### src/core/sgigen_pkg.sv
// sgigen_pkg: field layout, encodings and carrier types of the sgi generate registers.
// assumes a 64-bit coprocessor write port from the processor pipeline.
package sgigen_pkg;

  // coprocessor encodings of the two write-only registers
  localparam logic [3:0] SGIGEN_COPROC    = 4'hF;
  localparam logic [3:0] SGIGEN_CRM       = 4'hC;
  localparam logic [3:0] SGIGEN_OPC_GRP0  = 4'h2;
  localparam logic [3:0] SGIGEN_OPC_GRP1  = 4'h0;

  // field positions of the 64-bit written value
  localparam int SGIGEN_AFFINITY_LEVEL_THREE_LSB  = 48;
  localparam int SGIGEN_RS_LSB    = 44;
  localparam int SGIGEN_IRM_BIT   = 40;
  localparam int SGIGEN_AFFINITY_LEVEL_TWO_LSB  = 32;
  localparam int SGIGEN_INTERRUPT_NUMBER_LSB = 24;
  localparam int SGIGEN_AFFINITY_LEVEL_ONE_LSB  = 16;
  localparam int SGIGEN_MASK_LSB  = 0;

  // trap syndrome code for a trapped coprocessor access
  localparam logic [5:0] SGIGEN_TRAP_CODE = 6'h03;
  // value of both routing fields that sends interrupts to the monitor
  localparam logic [1:0] SGIGEN_ROUTE_MON = 2'h3;

  // exception levels
  typedef enum logic [1:0] {
    SGIGEN_EL0 = 2'b00,
    SGIGEN_EL1 = 2'b01,
    SGIGEN_EL2 = 2'b10,
    SGIGEN_EL3 = 2'b11
  } sgigen_el_type;

  // outcome of one access
  typedef enum logic [1:0] {
    SGIGEN_OK     = 2'b00,
    SGIGEN_UNDEF  = 2'b01,
    SGIGEN_TO_EL2 = 2'b10,
    SGIGEN_TO_EL3 = 2'b11
  } sgigen_outcome_type;

  // coprocessor write request
  typedef struct packed {
    logic [3:0]    coproc;
    logic [3:0]    crm;
    logic [3:0]    opc1;
    logic [31:0]   low_word;
    logic [31:0]   high_word;
    sgigen_el_type level;
    logic          monitor_mode;
  } sgigen_write_type;

  // processor control state that steers the access checks
  typedef struct packed {
    logic el2_enabled;
    logic el3_present;
    logic nonsecure_bit;
    logic [1:0] irq_fiq_route;
    logic system_register_enable;
    logic hyp_system_register_enable;
    logic monitor_system_register_enable;
    logic trap_coprocessor_c12;
    logic trap_common_regs;
    logic fiq_route_to_hyp;
    logic irq_route_to_hyp;
    logic range_select_support;
    logic dist_range_support;
    logic rs_nonzero_ignores;
  } sgigen_ctrl_type;

  // generate request towards the distributor
  typedef struct packed {
    logic [7:0]  affinity_level_three;
    logic [7:0]  affinity_level_two;
    logic [7:0]  affinity_level_one;
    logic [3:0]  range_selector;
    logic [3:0]  interrupt_number;
    logic [15:0] target_core_mask;
    logic        routing_mode_bit;
    logic        group1;
    logic        secure;
  } sgigen_req_type;

endpackage : sgigen_pkg

### src/core/sgigen_access_check.sv
// sgigen_access_check: decides undefined, trap or accept for one register write.
// assumes control inputs are stable in the cycle of the write; purely combinational.
`timescale 1ns/10ps
`default_nettype none
module sgigen_access_check
  import sgigen_pkg::*;
(
  input  wire sgigen_pkg::sgigen_el_type   level_in,
  input  wire logic                        monitor_mode_in,
  input  wire sgigen_pkg::sgigen_ctrl_type ctrl_in,
  output sgigen_pkg::sgigen_outcome_type   outcome_out
);
  logic hyp_trap;
  logic mon_route;

  // with el2 enabled, any of the four hypervisor controls traps an el1 write that passes the enable check
  assign hyp_trap  = ctrl_in.el2_enabled & (ctrl_in.trap_coprocessor_c12 |
                     ctrl_in.trap_common_regs | ctrl_in.fiq_route_to_hyp |
                     ctrl_in.irq_route_to_hyp);
  assign mon_route = ctrl_in.el3_present & (ctrl_in.irq_fiq_route == SGIGEN_ROUTE_MON);

  // priority order follows the access pseudocode: c12 trap precedes the enable check
  always_comb
  begin
    outcome_out = SGIGEN_OK;
    case (level_in)
      SGIGEN_EL0: outcome_out = SGIGEN_UNDEF;
      SGIGEN_EL1:
      begin
        if (ctrl_in.el2_enabled & ctrl_in.trap_coprocessor_c12)
          outcome_out = SGIGEN_TO_EL2;
        else if (!ctrl_in.system_register_enable)
          outcome_out = SGIGEN_UNDEF;
        else if (hyp_trap)
          outcome_out = SGIGEN_TO_EL2;
        else if (mon_route & !monitor_mode_in)
          outcome_out = SGIGEN_TO_EL3;
      end
      SGIGEN_EL2:
      begin
        if (!ctrl_in.hyp_system_register_enable)
          outcome_out = SGIGEN_UNDEF;
        else if (mon_route)
          outcome_out = SGIGEN_TO_EL3;
      end
      SGIGEN_EL3:
      begin
        if (!ctrl_in.monitor_system_register_enable)
          outcome_out = SGIGEN_UNDEF;
      end
      default: outcome_out = SGIGEN_UNDEF;
    endcase
  end
endmodule : sgigen_access_check
`default_nettype wire

### src/core/sgigen_field_decode.sv
// sgigen_field_decode: splits a 64-bit written value into request fields.
// assumes the caller judges range selector support; purely combinational.
`timescale 1ns/10ps
`default_nettype none
module sgigen_field_decode
  import sgigen_pkg::*;
(
  input  wire logic [63:0]   value_in,
  output sgigen_pkg::sgigen_req_type fields_out
);
  // reserved bits 63:56, 43:41, 31:28 are simply not carried
  always_comb
  begin
    fields_out                      = '0;
    fields_out.routing_mode_bit     = value_in[SGIGEN_IRM_BIT];
    fields_out.interrupt_number     = value_in[SGIGEN_INTERRUPT_NUMBER_LSB +: 4];
    fields_out.range_selector       = value_in[SGIGEN_RS_LSB +: 4];
    fields_out.target_core_mask     = value_in[SGIGEN_MASK_LSB +: 16];
    // affinity path and mask are reserved under broadcast routing
    if (!value_in[SGIGEN_IRM_BIT])
    begin
      fields_out.affinity_level_three = value_in[SGIGEN_AFFINITY_LEVEL_THREE_LSB +: 8];
      fields_out.affinity_level_two   = value_in[SGIGEN_AFFINITY_LEVEL_TWO_LSB +: 8];
      fields_out.affinity_level_one   = value_in[SGIGEN_AFFINITY_LEVEL_ONE_LSB +: 8];
    end
    else
    begin
      fields_out.target_core_mask     = 16'h0000;
    end
  end
endmodule : sgigen_field_decode
`default_nettype wire

### src/core/sgigen_regs.sv
// sgigen_regs: group 0 / group 1 software generated interrupt registers.
// assumes a one-cycle coprocessor write strobe and a distributor that always accepts.
// Operation
// routing mode 0 targets the affinity path plus mask, 1 targets every core but the writer.
// affinity fields at 55:48, 39:32, 23:16 form the cluster path and read as zero under mode 1.
// bits 27:24 carry the interrupt number; bits 63:56, 43:41, 31:28 are reserved.
// mask bit n addresses core range_selector*16+n, selector in bits 47:44.
// selector is zero without support; unsupported nonzero selector is ignored or zeroed.
// the distributor ignores mask bits for cores that do not exist.
// the distributor always accepts generate requests, and may discard them.
// group 0 serves secure writes; nonsecure group 0 is gated per target by access control.
// with security enabled, nonsecure writes never reach a forbidden target.
// writes from monitor mode count as secure whatever the nonsecure bit says.
// group 1 requests carry the security state current at the write.
// coprocessor 15, crm 12 select the pair; opcode 2 is group 0, opcode 0 group 1.
// el0 writes are undefined, as are el1/el2/el3 writes with their enable at zero.
// el1 writes with el2 enabled trap to el2 with code 3 on any hypervisor control.
// with el3 present and both routings at 11, el2 and non-monitor el1 writes trap to el3.
// an accepted write joins second word over first and issues exactly one request.
`timescale 1ns/10ps
`default_nettype none
module sgigen_regs
  import sgigen_pkg::*;
(
  input  wire logic                         clock_in,
  input  wire logic                         resetn_in,
  input  wire logic                         write_valid_in,
  input  wire sgigen_pkg::sgigen_write_type write_in,
  input  wire sgigen_pkg::sgigen_ctrl_type  ctrl_in,
  output logic                              req_valid_out,
  output sgigen_pkg::sgigen_req_type        req_out,
  output logic                              undef_out,
  output logic                              trap_el2_out,
  output logic                              trap_el3_out,
  output logic [5:0]                        trap_code_out
);
  import sgigen_pkg::*;

  logic               hit;
  logic               is_grp0;
  logic [63:0]        value;
  sgigen_req_type     fields;
  sgigen_outcome_type outcome;
  logic               rs_drop;
  logic               accept;
  logic               secure_now;
  logic               req_valid_q;
  sgigen_req_type     req_q;
  logic               undef_q;
  logic               trap_el2_q;
  logic               trap_el3_q;

  // register select from the coprocessor encoding
  assign hit     = write_valid_in & (write_in.coproc == SGIGEN_COPROC) &
                   (write_in.crm == SGIGEN_CRM) &
                   ((write_in.opc1 == SGIGEN_OPC_GRP0) |
                    (write_in.opc1 == SGIGEN_OPC_GRP1));
  assign is_grp0 = (write_in.opc1 == SGIGEN_OPC_GRP0);
  assign value   = {write_in.high_word, write_in.low_word};

  sgigen_field_decode u_decode (
    .value_in   (value),
    .fields_out (fields)
  );

  sgigen_access_check u_check (
    .level_in        (write_in.level),
    .monitor_mode_in (write_in.monitor_mode),
    .ctrl_in         (ctrl_in),
    .outcome_out     (outcome)
  );

  // nonzero selector the processor supports but the distributor does not: the write is dropped when strapped so
  assign rs_drop = ctrl_in.range_select_support & !ctrl_in.dist_range_support &
                   (fields.range_selector != 4'h0) & ctrl_in.rs_nonzero_ignores;
  assign accept  = hit & (outcome == SGIGEN_OK) & !rs_drop;

  // el3 and monitor mode are secure regardless of the nonsecure bit
  assign secure_now = (write_in.level == SGIGEN_EL3) | write_in.monitor_mode |
                      !ctrl_in.nonsecure_bit;

  // one request per accepted write, held one cycle
  always_ff @(posedge clock_in or negedge resetn_in)
  begin
    if (!resetn_in)
      req_valid_q <= 1'b0;
    else
      req_valid_q <= accept;
  end

  // request payload; selector forced to zero where it is not supported
  always_ff @(posedge clock_in or negedge resetn_in)
  begin
    if (!resetn_in)
      req_q <= '0;
    else if (accept)
    begin
      req_q        <= fields;
      req_q.group1 <= !is_grp0;
      req_q.secure <= secure_now;
      if (!ctrl_in.range_select_support | !ctrl_in.dist_range_support)
        req_q.range_selector <= 4'h0;
    end
  end

  // exception indications, one cycle each
  always_ff @(posedge clock_in or negedge resetn_in)
  begin
    if (!resetn_in)
    begin
      undef_q    <= 1'b0;
      trap_el2_q <= 1'b0;
      trap_el3_q <= 1'b0;
    end
    else
    begin
      undef_q    <= hit & (outcome == SGIGEN_UNDEF);
      trap_el2_q <= hit & (outcome == SGIGEN_TO_EL2);
      trap_el3_q <= hit & (outcome == SGIGEN_TO_EL3);
    end
  end

  assign req_valid_out = req_valid_q;
  assign req_out       = req_q;
  assign undef_out     = undef_q;
  assign trap_el2_out  = trap_el2_q;
  assign trap_el3_out  = trap_el3_q;
  assign trap_code_out = trap_el2_q ? SGIGEN_TRAP_CODE : 6'h00;

  // the distributor end (mask filtering, access control) keeps R6

  a_el0_undef : assert property (@(posedge clock_in) disable iff (!resetn_in)
    (hit && write_in.level == SGIGEN_EL0) |=> undef_out && !req_valid_out)
    else $error("el0 write not undefined");
  a_el1_enable : assert property (@(posedge clock_in) disable iff (!resetn_in)
    (hit && write_in.level == SGIGEN_EL1 && !ctrl_in.system_register_enable
     && !(ctrl_in.el2_enabled && ctrl_in.trap_coprocessor_c12)) |=> undef_out)
    else $error("el1 disabled write not undefined");
  a_hyp_trap : assert property (@(posedge clock_in) disable iff (!resetn_in)
    (hit && write_in.level == SGIGEN_EL1 && ctrl_in.el2_enabled
     && ctrl_in.irq_route_to_hyp && ctrl_in.system_register_enable)
    |=> trap_el2_out && trap_code_out == 6'h03)
    else $error("el1 write not trapped to el2");
  a_mon_trap : assert property (@(posedge clock_in) disable iff (!resetn_in)
    (hit && write_in.level == SGIGEN_EL2 && ctrl_in.hyp_system_register_enable
     && ctrl_in.el3_present && ctrl_in.irq_fiq_route == 2'b11) |=> trap_el3_out)
    else $error("el2 write not trapped to el3");
  a_one_request : assert property (@(posedge clock_in) disable iff (!resetn_in)
    req_valid_out && !$past(accept) |-> 1'b0)
    else $error("request without accepted write");
  a_interrupt_number_carry : assert property (@(posedge clock_in) disable iff (!resetn_in)
    accept |=> req_out.interrupt_number == $past(value[27:24]))
    else $error("interrupt number not carried");
  a_bcast_aff : assert property (@(posedge clock_in) disable iff (!resetn_in)
    (accept && value[40]) |=> req_out.routing_mode_bit && req_out.affinity_level_two == 8'h00)
    else $error("broadcast affinity not zero");
  a_group_sel : assert property (@(posedge clock_in) disable iff (!resetn_in)
    accept |=> req_out.group1 == $past(write_in.opc1 == SGIGEN_OPC_GRP1))
    else $error("group not from opcode");
  a_monitor_sec : assert property (@(posedge clock_in) disable iff (!resetn_in)
    (accept && write_in.monitor_mode) |=> req_out.secure)
    else $error("monitor write not secure");
  a_rs_zero : assert property (@(posedge clock_in) disable iff (!resetn_in)
    (accept && !ctrl_in.range_select_support) |=> req_out.range_selector == 4'h0)
    else $error("selector not zeroed");

  c_grp0 : cover property (@(posedge clock_in) accept && is_grp0);
  c_bcast : cover property (@(posedge clock_in) accept && value[40]);
  c_trap3 : cover property (@(posedge clock_in) trap_el3_out);
  c_undef : cover property (@(posedge clock_in) undef_out);
endmodule : sgigen_regs
`default_nettype wire

### config.mk
export PLATFORM = sky130hd
export DESIGN_NAME = sgigen_regs
export DESIGN_NICKNAME = d
export VERILOG_FILES = /design/src/core/sgigen_pkg.sv /design/src/core/sgigen_access_check.sv /design/src/core/sgigen_field_decode.sv /design/src/core/sgigen_regs.sv
export SDC_FILE = /design/constraint.sdc
export NUM_CORES = 1
export LEC_CHECK = 0
export ABC_AREA = 1
export BUFFER_PORTS_ARGS = -buffer_cell sky130_fd_sc_hd__buf_2
export CAP_MARGIN = 20
export CORE_ASPECT_RATIO = 1.75
export CORE_MARGIN = 3
export CORE_UTILIZATION = 41
export CTS_CLUSTER_DIAMETER = 100
export DETAILED_ROUTE_END_ITERATION = 8
export PLACE_DENSITY = 0.81
export SETUP_SLACK_MARGIN = 0.15
export SLEW_MARGIN = 20
export SYNTH_ARGS = -nofsm -noshare
export SYNTH_HDL_FRONTEND = slang
export SYNTH_SLANG_ARGS = --single-unit
### constraint.sdc
create_clock -name clock_in -period 0.8 [get_ports clock_in]
set_input_delay 0.04 -clock clock_in [delete_from_list [all_inputs] [get_ports clock_in]]
set_output_delay 0.04 -clock clock_in [all_outputs]
set_load 0.02 [all_outputs]
==> results.py, run 1 <==
metrics = {
    "place": {
        "dpl-instance-area_um2": 3920,
        "io_buffers": 138,
        "gp_congestion": 0.829,
        "placedCellCount": 641,
        "hpwl_um": 5530,
    },
    "routing": {
        "drc": 0,
        "postRouteAntennaNets": 0,
        "wirelength_um": 8880,
        "drt-vias-per-instance": 4.68,
        "first_pass_iters": 5,
        "first_iter_violations": 170,
        "vias": 3156,
        "wl_per_cell_um": 13.2,
    },
    "final_layout": {
        "n_antenna_cell": 0,
        "mostFrequentLayoutCells": "100 x nand2_1, 95 x inv_1, 73 x buf_2, 65 x buf_6, 54 x dfrtp_1",
        "syn_to_final_growth_pct": 60.4,
        "mostFrequentLayoutCell": "nand2_1",
        "instances_no_fill": 674,
        "utilization_pct": 67.8,
        "fin_nets": 684,
        "design_area_um2": 4900,
        "layout-drive-gt1-share_pct": 37.8,
        "nFillCells": 544,
        "regArea_um2": 1380,
        "multiInputGateArea_um2": 1320,
    },
    "clocking": {
        "clkTransAtPathRegs_ps": 70,
        "cts-root-buf": "clkbuf_16",
        "clk_latency_ps": 290,
        "cts_sinks": 55,
        "clockBufferDepth": 2,
        "numCtsBuffers": 5,
        "htree_num_levels": 2,
        "cts_tree": "yes",
    },
    "worst_setup_path": {
        "crit_path_end_kind": "register",
        "required_ps": 1030,
        "start_kind": "input port",
        "path_class": "input port to register",
        "cp.arrival_ps": 1310,
        "worst-path-max-fanout": 15,
    },
    "logic_synthesis": {
        "ys_types": 20,
        "synthesis.area_um2": 3060,
        "postSynthCellCount": 426,
        "yosys_warnings": 0,
        "ys_seq_elements": 55,
        "yosysSeqAreaShare_pct": 45.0,
        "syn_area_per_cell_um2": 7.17,
    },
    "global_routing": {
        "antenna_found_initial": 0,
        "grtUsageTotal_pct": 20.0,
        "grt_pass1_vias": 3093,
        "grt_max_degree": 56,
        "grt_pass1_wl_um": 13800,
        "overflow": 0,
    },
    "sta": {
        "fin_crit_ps": 1090,
        "period_share_pct": 136,
        "hold_viol": 0,
        "skew_ps": 0,
        "finalSetupViolCount": 112,
        "tns_ps": -17220,
        "rsz0062_at_grt": "true",
        "slew_viol_final": 0,
        "finalWorstSetupSlack_ps": -286,
        "timing.fmax_mhz": 921,
    },
    "pwr": {
        "vdd_drop_max_v": 0.00116,
        "power_density_nw_per_um2": 1260,
        "swShare_pct": 23.7,
        "clockPowerShare_pct": 39.5,
        "pwr-share-comb_pct": 14.8,
        "intPower_uw": 4700,
        "p_switching_uw": 1460,
        "seq_power_share_pct": 45.6,
        "cellLeakagePower_uw": 0.00268,
    },
    "worst_hold_path": {
        "hold_class": "input port to register",
    },
    "outcome": {
        "status": "finished with violations",
        "violations": "setup timing",
    },
    "floorplanning": {
        "pin_count": 158,
        "rows": 41,
        "coreArea_um2": 7230,
        "die_y_um": 120,
        "die_x_um": 71.3,
        "start_util_pct": 42.2,
        "dieArea_um2": 8560,
    },
    "job": {
        "max_cap_viol_count": 0,
    },
}
-- worst paths after layout --
check	from	end	slack, ps	depth (start not counted)
worst max-delay path	ctrl_in[5]	req_out[4]$_DFFE_PN0P_	-290	14
worst min-delay path	write_in[41]	req_out[9]$_DFFE_PN0P_	30	5
worst max register to register	req_out[29]$_DFFE_PN0P_	req_out[29]$_DFFE_PN0P_	-60	4
worst min register to register	req_out[2]$_DFFE_PN0P_	req_out[2]$_DFFE_PN0P_	610	3
max in group asynchronous	resetn_in	trap_el2_out$_DFF_PN0_	250	3
min in group asynchronous	resetn_in	req_out[32]$_DFFE_PN0P_	280	3
-- timing repair --
action / CTS / global route
resized for setup: 125 / 44
pin swaps: 1 / 7
endpoints found under the hold margin: 59 / 0
hold buffers: 5 / 0
endpoints found under the setup margin: 112 / 112
buffers inserted: 9 / 9
cloned: 0 / 2
-- flip-flops by register name (all words and copies together), names as in the netlist --
signal	flops
undef_out	1
req_valid_out	1
trap_el2_out	1
trap_el3_out	1
req_out	51
-- cell usage after synthesis, drive strengths merged --
cell type  count  area [um^2]
nor3           1         5.00
o22ai          1         6.26
nand4          3         18.8
buf           12         87.6
a31oi          1         6.26
inv          102          383
nand3b         2         15.0
o21bai        51          383
nand3          7         45.0
nor2          57          224
or2            1         6.26
dfrtp         55         1380
conb           1         3.75
nand2        118          443
clkbuf        14         52.6
-- logic make-up after synthesis --
group,synth area share [%]
and+or+nand+nor,24.8
buffers and inverters,17.1
DFF,45.0
AOI/OAI and AO/OA,12.9
other,0.123
-- through the flow --
stage                     hold WS [ps]  setup WS [ps]  total power, uW
final                             33.7           -286             6160
after global routing              62.6           -339             6460
after CTS                         29.0           -253             6130
after detailed placement          60.7           -587             3600
after global placement            61.2           -537             3580
after floorplan                   -256           -326             3210
-- worst max-delay path, cell delays in order --
cell	delay (ps)
buf_6	100
nor2_4	90
nand2_2	60
nand2_2	70
nand2_1	60
nand2_1	70
nand2_1	70
nand2_2	90
nand3_4	110
nor2_4	140
buf_12	140
clkbuf_16	160
nand2_1	60
nand2_1	60
-- per-layer routing --
metal,vias up,part of all wire (%),track usage (%)
met5,-,0,0
met4,0,4.3,10.5
met3,32,4.8,2.66
met2,126,55,35.3
met1,1450,36,22.9
li1,1548,-,-
-- power groups by stage --
stage | registers [uW] | logic (uW) | clock network, uW
6_report | 2810 | 915 | 2430
5_1_grt | 2810 | 1010 | 2630
4_1_cts | 2810 | 808 | 2510
3_5_place_dp | 2860 | 736 | 0
3_3_place_gp | 2860 | 721 | 0
2_1_floorplan | 2890 | 328 | 0
-- final cells by class --
cell class	instances	area share, %
inverters	102	7.86
well taps	86	2.19
flip-flops and latches	55	28.1
clock inverters	1	0.613
multi-input cells	246	27.0
clock buffers	7	2.71
repair buffers	177	31.5
Power figures use the tool's default switching activity.
==> run 2: changes to the inputs <==
--- a/config.mk
+++ b/config.mk
@@ -10,10 +10,12 @@
 export CAP_MARGIN = 20
 export CORE_ASPECT_RATIO = 1.75
 export CORE_MARGIN = 3
-export CORE_UTILIZATION = 41
+export CORE_UTILIZATION = 42
+export CTS_BUF_LIST = sky130_fd_sc_hd__clkbuf_8
 export CTS_CLUSTER_DIAMETER = 100
 export DETAILED_ROUTE_END_ITERATION = 8
-export PLACE_DENSITY = 0.81
+export MAX_ROUTING_LAYER = met4
+export PLACE_DENSITY = 0.83
 export SETUP_SLACK_MARGIN = 0.15
 export SLEW_MARGIN = 20
 export SYNTH_ARGS = -nofsm -noshare
==> run 2 against run 1 <==
The run still ends with setup timing left. Critical endpoint is now req_out[7]$_DFFE_PN0P_. Critical path depth down 4. Sequential share of layout area up 0.84 points. Cell count down 0.30%. Clock skew unchanged. Highest routed layer unchanged.
==> results.py, run 2 (same netlist as run 1, synthesis figures left out) <==
metrics = {
    "final_layout": {
        "instances_no_fill": 672,
        "nFillCells": 523,
        "syn_to_final_growth_pct": 55.8,
        "mostFrequentLayoutCell": "nand2_1",
        "mostFrequentLayoutCells": "115 x nand2_1, 98 x inv_1, 74 x buf_2, 64 x buf_6, 54 x dfrtp_1",
        "fin_nets": 685,
        "layout-drive-gt1-share_pct": 35.0,
        "n_antenna_cell": 0,
        "largest_register_ffs": 51,
    },
    "sta": {
        "rsz0062_at_grt": "true",
        "period_share_pct": 136,
        "finalWorstSetupSlack_ps": -284,
        "timing.fmax_mhz": 922,
        "hold_viol": 0,
        "fin_crit_ps": 1080,
        "slew_viol_final": 0,
        "finalSetupViolCount": 112,
        "skew_ps": 0,
        "tns_ps": -18040,
    },
    "place": {
        "gp_congestion": 0.812,
        "hpwl_um": 5610,
        "io_buffers": 138,
        "placedCellCount": 639,
    },
    "outcome": {
        "violations": "setup timing",
        "status": "finished with violations",
    },
    "clocking": {
        "clkTransAtPathRegs_ps": 90,
        "cts_tree": "yes",
        "clk_latency_ps": 300,
        "numCtsBuffers": 5,
        "cts_sinks": 55,
        "cts-root-buf": "clkbuf_8",
        "htree_num_levels": 2,
        "clockBufferDepth": 2,
    },
    "worst_setup_path": {
        "worst-path-max-fanout": 39,
        "reg2reg_to": "req_out[5]$_DFFE_PN0P_",
        "rr_worst_depth": 4,
        "required_ps": 1050,
        "crit-reg2reg-launch": "req_out[5]$_DFFE_PN0P_",
        "start_kind": "input port",
        "reg2reg_slack_ps": -70,
        "crit_path_end_kind": "register",
        "path_class": "input port to register",
        "cp.arrival_ps": 1330,
    },
    "job": {
        "max_cap_viol_count": 0,
    },
    "worst_hold_path": {
        "worstHoldStart": "write_in[20]",
        "holdPathEnd": "req_out[44]$_DFFE_PN0P_",
        "hold_path_depth": 5,
        "hold_class": "input port to register",
    },
    "floorplanning": {
        "pin_count": 158,
        "die_x_um": 70.5,
        "die_y_um": 119,
        "coreArea_um2": 6960,
        "rows": 40,
        "start_util_pct": 43.9,
        "dieArea_um2": 8370,
    },
    "global_routing": {
        "grt_pass1_vias": 2898,
        "overflow": 0,
        "grtUsageTotal_pct": 19.2,
        "grt_pass1_wl_um": 12800,
        "antenna_found_initial": 0,
        "grt_most_used_layer": "met2",
        "grt_max_degree": 52,
        "grt_util_met1_pct": 21.6,
        "met3_usage_pct": 2.45,
        "use_met2_pct": 32.8,
    },
    "pwr": {
        "p_switching_uw": 1390,
        "intPower_uw": 3890,
        "finalPower_uw": 5280,
        "vdd_drop_max_v": 0.000805,
        "power_density_nw_per_um2": 1110,
        "swShare_pct": 26.3,
        "cellLeakagePower_uw": 0.00260,
        "clockPowerShare_pct": 27.1,
        "pwr-share-comb_pct": 19.7,
        "seq_power_share_pct": 53.2,
    },
    "routing": {
        "vias": 3146,
        "first_iter_violations": 162,
        "drt-vias-per-instance": 4.68,
        "first_pass_iters": 4,
        "wl_per_cell_um": 13.9,
        "drc": 0,
        "postRouteAntennaNets": 0,
        "wirelength_um": 9340,
    },
}
run 2: cell types whose count changed in the layout (fill, tap and decap cells not counted), moves of 2 or more:
cell       change
nand2_1       +15
nand2_2       -11
clkbuf_8       +5
clkbuf_16      -4
nand2_4        -4
inv_1          +3
clkbuf_1       -2
nor2_1         -2
nor2_2         +2
o21bai_1       +2
o21bai_4       -2
run 2: power by group through the flow:
stage / clock, uW / sequential (uW) / combinational [uW]
after CTS: 1500 / 2810 / 809
after global placement: 0 / 2860 / 751
final: 1430 / 2810 / 1040
after floorplan: 0 / 2890 / 328
after detailed placement: 0 / 2860 / 766
after global routing: 1590 / 2810 / 1130
run 2: timing repair:
item / in CTS / in global routing
endpoints found under the hold margin: 59 / 0
resized for setup: 23 / 121
hold buffers: 5 / 0
pin swaps: 2 / 3
cloned: 0 / 4
endpoints found under the setup margin: 112 / 112
buffers inserted: 0 / 17
run 2: how the worst max path moves through the flow:
stage | slack (ps) | from | cells after the start | to
2_1_floorplan | -330 | write_in[71] | 9 | req_out[2]$_DFFE_PN0P_
5_1_grt | -420 | write_in[71] | 10 | req_out[39]$_DFFE_PN0P_
3_3_place_gp | -500 | write_in[69] | 11 | req_out[21]$_DFFE_PN0P_
3_5_place_dp | -570 | write_in[69] | 10 | req_out[5]$_DFFE_PN0P_
4_1_cts | -190 | write_in[71] | 9 | req_out[5]$_DFFE_PN0P_
6_report | -280 | write_in[71] | 10 | req_out[7]$_DFFE_PN0P_
run 2: final cells by class:
class                      count  area, um^2  area share, %
multi-input combinational    246        1250           26.2
tap                           84         105           2.21
timing repair buffer         178        1560           32.9
clock inverter                 2        7.51          0.158
clock buffer                   5        68.8           1.45
inverter                     102         388           8.15
sequential                    55        1380           28.9
run 2: worst max-delay path, stage by stage:
cell and delay (ps):
buf_6 90, nand3b_1 190, nor2_2 140, nand2_2 80, nor2_2 130, nand3_2 130, nor2_4 140, buf_12 200
nand2_1 90, nand2_1 70
run 2: routing by layer:
layer	share of wire [%]	vias to the layer above
met3	4.0	29
met4	3.9	0
met5	0	-
met1	36	1452
li1	-	1546
met2	56	119
run 2: stage by stage:
stage                     utilization, %  hold slack (ps)  cell area [um^2]  setup WS [ps]
after global routing                68.4             43.7              4760           -416
after detailed placement            56.7             14.7              3940           -575
final                               68.4             19.2              4760           -284
after floorplan                        -             -256              3110           -326
after CTS                           59.6             2.21              4150           -188
after global placement              56.7             12.0              3940           -505
==> run 3: changes to the inputs <==
--- a/config.mk
+++ b/config.mk
@@ -10,12 +10,13 @@
 export CAP_MARGIN = 20
 export CORE_ASPECT_RATIO = 1.75
 export CORE_MARGIN = 3
-export CORE_UTILIZATION = 42
+export CORE_UTILIZATION = 47
 export CTS_BUF_LIST = sky130_fd_sc_hd__clkbuf_8
 export CTS_CLUSTER_DIAMETER = 100
 export DETAILED_ROUTE_END_ITERATION = 8
 export MAX_ROUTING_LAYER = met4
-export PLACE_DENSITY = 0.83
+export PLACE_DENSITY = 0.88
+export RECOVER_POWER = 25
 export SETUP_SLACK_MARGIN = 0.15
 export SLEW_MARGIN = 20
 export SYNTH_ARGS = -nofsm -noshare
==> constraint.sdc (replaced) <==
create_clock -name clock_in -period 1.09 [get_ports clock_in]
set_input_delay 0.0545 -clock clock_in [delete_from_list [all_inputs] [get_ports clock_in]]
set_output_delay 0.0545 -clock clock_in [all_outputs]
set_load 0.02 [all_outputs]
==> run 3 against run 2 <==
Global-route usage is 3.8 points higher. First-iteration DRC count is 56% higher. The run still ends with setup timing left. Wire length is 4.8% higher. Critical endpoint is now req_out[37]$_DFFE_PN0P_.
==> results.py, run 3 (same netlist as run 1, synthesis figures left out) <==
metrics = {
    "clocking": {
        "numCtsBuffers": 5,
        "cts_sinks": 55,
        "cts_tree": "yes",
        "cts-root-buf": "clkbuf_8",
        "clkTransAtPathRegs_ps": 90,
        "htree_num_levels": 2,
        "clk_latency_ps": 310,
        "clockBufferDepth": 2,
    },
    "sta": {
        "finalSetupViolCount": 52,
        "finalWorstSetupSlack_ps": -75.9,
        "hold_viol": 0,
        "tns_ps": -1510,
        "skew_ps": 0,
        "rsz0062_at_grt": "true",
        "worst_slew_pin_slew_ps": 714,
        "slew_viol_final": 0,
        "timing.fmax_mhz": 858,
        "period_share_pct": 107,
        "fin_crit_ps": 1170,
        "slew_headroom_pct": 52.4,
    },
    "final_layout": {
        "instances_no_fill": 679,
        "layout-drive-gt1-share_pct": 35.7,
        "utilization_pct": 73.5,
        "mostFrequentLayoutCells": "107 x nand2_1, 103 x buf_2, 102 x inv_1, 55 x dfrtp_1",
        "mostFrequentLayoutCell": "nand2_1",
        "largest_register_ffs": 51,
        "regArea_um2": 1380,
        "design_area_um2": 4610,
        "multiInputGateArea_um2": 1250,
        "n_antenna_cell": 0,
        "fin_nets": 695,
        "nFillCells": 462,
        "syn_to_final_growth_pct": 51.0,
    },
    "outcome": {
        "violations": "setup timing",
        "status": "finished with violations",
    },
    "place": {
        "gp_congestion": 0.802,
        "hpwl_um": 5630,
        "dpl-instance-area_um2": 3880,
        "io_buffers": 138,
        "placedCellCount": 635,
    },
    "global_routing": {
        "grt_pass1_vias": 2930,
        "grtUsageTotal_pct": 23.0,
        "antenna_found_initial": 0,
        "grt_pass1_wl_um": 13000,
        "grt_max_degree": 56,
        "overflow": 0,
    },
    "pwr": {
        "intPower_uw": 2750,
        "vdd_drop_max_v": 0.000632,
        "clockPowerShare_pct": 28.9,
        "finalPower_uw": 3770,
        "seq_power_share_pct": 54.6,
        "power_density_nw_per_um2": 818,
        "cellLeakagePower_uw": 0.00257,
        "p_switching_uw": 1020,
        "swShare_pct": 27.0,
        "pwr-share-comb_pct": 16.5,
    },
    "routing": {
        "vias": 3288,
        "first_pass_iters": 4,
        "wl_per_cell_um": 14.4,
        "postRouteAntennaNets": 0,
        "wirelength_um": 9790,
        "drt-vias-per-instance": 4.84,
        "first_iter_violations": 252,
        "drc": 0,
    },
    "worst_setup_path": {
        "crit_path_end_kind": "register",
        "reg2reg_slack_ps": 130,
        "cp_num_buf_inv": 4,
        "rr_worst_depth": 4,
        "cp.arrival_ps": 1420,
        "slowest_stage": "nor2_4",
        "worst-path-max-fanout": 5,
        "start_kind": "input port",
        "crit_path_cell_trace": "buf_2 > inv_1 > nand4_1 > nor2_2 > nand2_2 > nor2_4 > nand3_4 > nor2_4 > buf_6 > clkbuf_16 > nand2_2 > nand2_1",
        "crit-reg2reg-launch": "req_out[39]$_DFFE_PN0P_",
        "critical_path.top_delay_family": "simple AND/OR/NAND/NOR gates",
        "reg2reg_to": "req_out[39]$_DFFE_PN0P_",
        "path_class": "input port to register",
        "max_stage_delay_ps": 190,
        "required_ps": 1350,
    },
    "job": {
        "max_cap_viol_count": 0,
    },
    "floorplanning": {
        "die_x_um": 67.0,
        "dieArea_um2": 7540,
        "die_y_um": 113,
        "coreArea_um2": 6280,
        "pin_count": 158,
        "rows": 38,
        "start_util_pct": 48.7,
    },
    "worst_hold_path": {
        "holdPathEnd": "req_out[12]$_DFFE_PN0P_",
        "worstHoldStart": "write_in[44]",
        "hold_path_depth": 5,
        "hold_class": "input port to register",
    },
}
## run 3: changes by cell type in the layout (fill, tap and decap cells not counted), moves of 3 or more
cell	delta
buf_12	-4
buf_2	+29
buf_4	+11
buf_6	-26
inv_1	+4
inv_2	-3
nand2_1	-8
nand2_2	+6
nor2_1	+5
nor2_2	-3
## run 3: layout make-up
class                      count  share of cell area [%]
sequential                    55                    29.8
multi-input combinational    246                    27.1
clock inverter                 3                   0.271
inverter                     102                    8.30
clock buffer                   5                    1.49
timing repair buffer         188                    30.8
tap                           80                    2.17
## run 3: worst max-delay path by stage
stage	startpoint	to	slack, ps	cells past startpoint
after floorplan	write_in[71]	req_out[2]$_DFFE_PN0P_	-50	9
after global placement	write_in[69]	req_out[43]$_DFFE_PN0P_	-270	11
after detailed placement	write_in[69]	req_out[21]$_DFFE_PN0P_	-330	10
after CTS	write_in[69]	req_out[21]$_DFFE_PN0P_	10	10
after global routing	write_in[72]	req_out[37]$_DFFE_PN0P_	-150	12
final	write_in[72]	req_out[37]$_DFFE_PN0P_	-80	12
## run 3: worst reg2reg max path: cells and delay by family (launching register included)
| kind | cells | cell delay, ps |
|---|---|---|
| buf+inv | 2 | 210 |
| flops | 1 | 420 |
| simple gates | 1 | 70 |
| compound gates | 1 | 150 |
## run 3: stage by stage
step | hold slack, ps | setup WS, ps
4_1_cts | 22.6 | 9.58
6_report | 30.7 | -75.9
3_3_place_gp | 71.8 | -269
2_1_floorplan | -241 | -50.6
3_5_place_dp | 78.0 | -328
5_1_grt | 46.4 | -148
## run 3: layer usage
layer | vias up | GRT usage [%] | share of wire (%) | wire length [um]
li1 | 1565 | - | - | -
met1 | 1508 | 23.0 | 34 | 3320
met2 | 176 | 42.6 | 55 | 5360
met3 | 39 | 3.60 | 6.7 | 651
met4 | 0 | 9.35 | 4.6 | 455
met5 | - | - | 0 | 0
## run 3: timing repair
| item | in CTS | in global routing |
|---|---|---|
| buffers inserted | 12 | 16 |
| pin swaps | 0 | 5 |
| endpoints found under the hold margin | 59 | 0 |
| cloned | 1 | 2 |
| resized for setup | 22 | 77 |
| setup endpoints to repair | 61 | 95 |
| hold buffers | 5 | 0 |
## run 3: power groups by stage
| stage | clock network, uW | logic (uW) | registers (uW) |
|---|---|---|---|
| 2_1_floorplan | 0 | 225 | 2120 |
| 3_5_place_dp | 0 | 524 | 2100 |
| 4_1_cts | 1110 | 548 | 2060 |
| 3_3_place_gp | 0 | 512 | 2100 |
| 6_report | 1090 | 623 | 2060 |
| 5_1_grt | 1200 | 687 | 2060 |
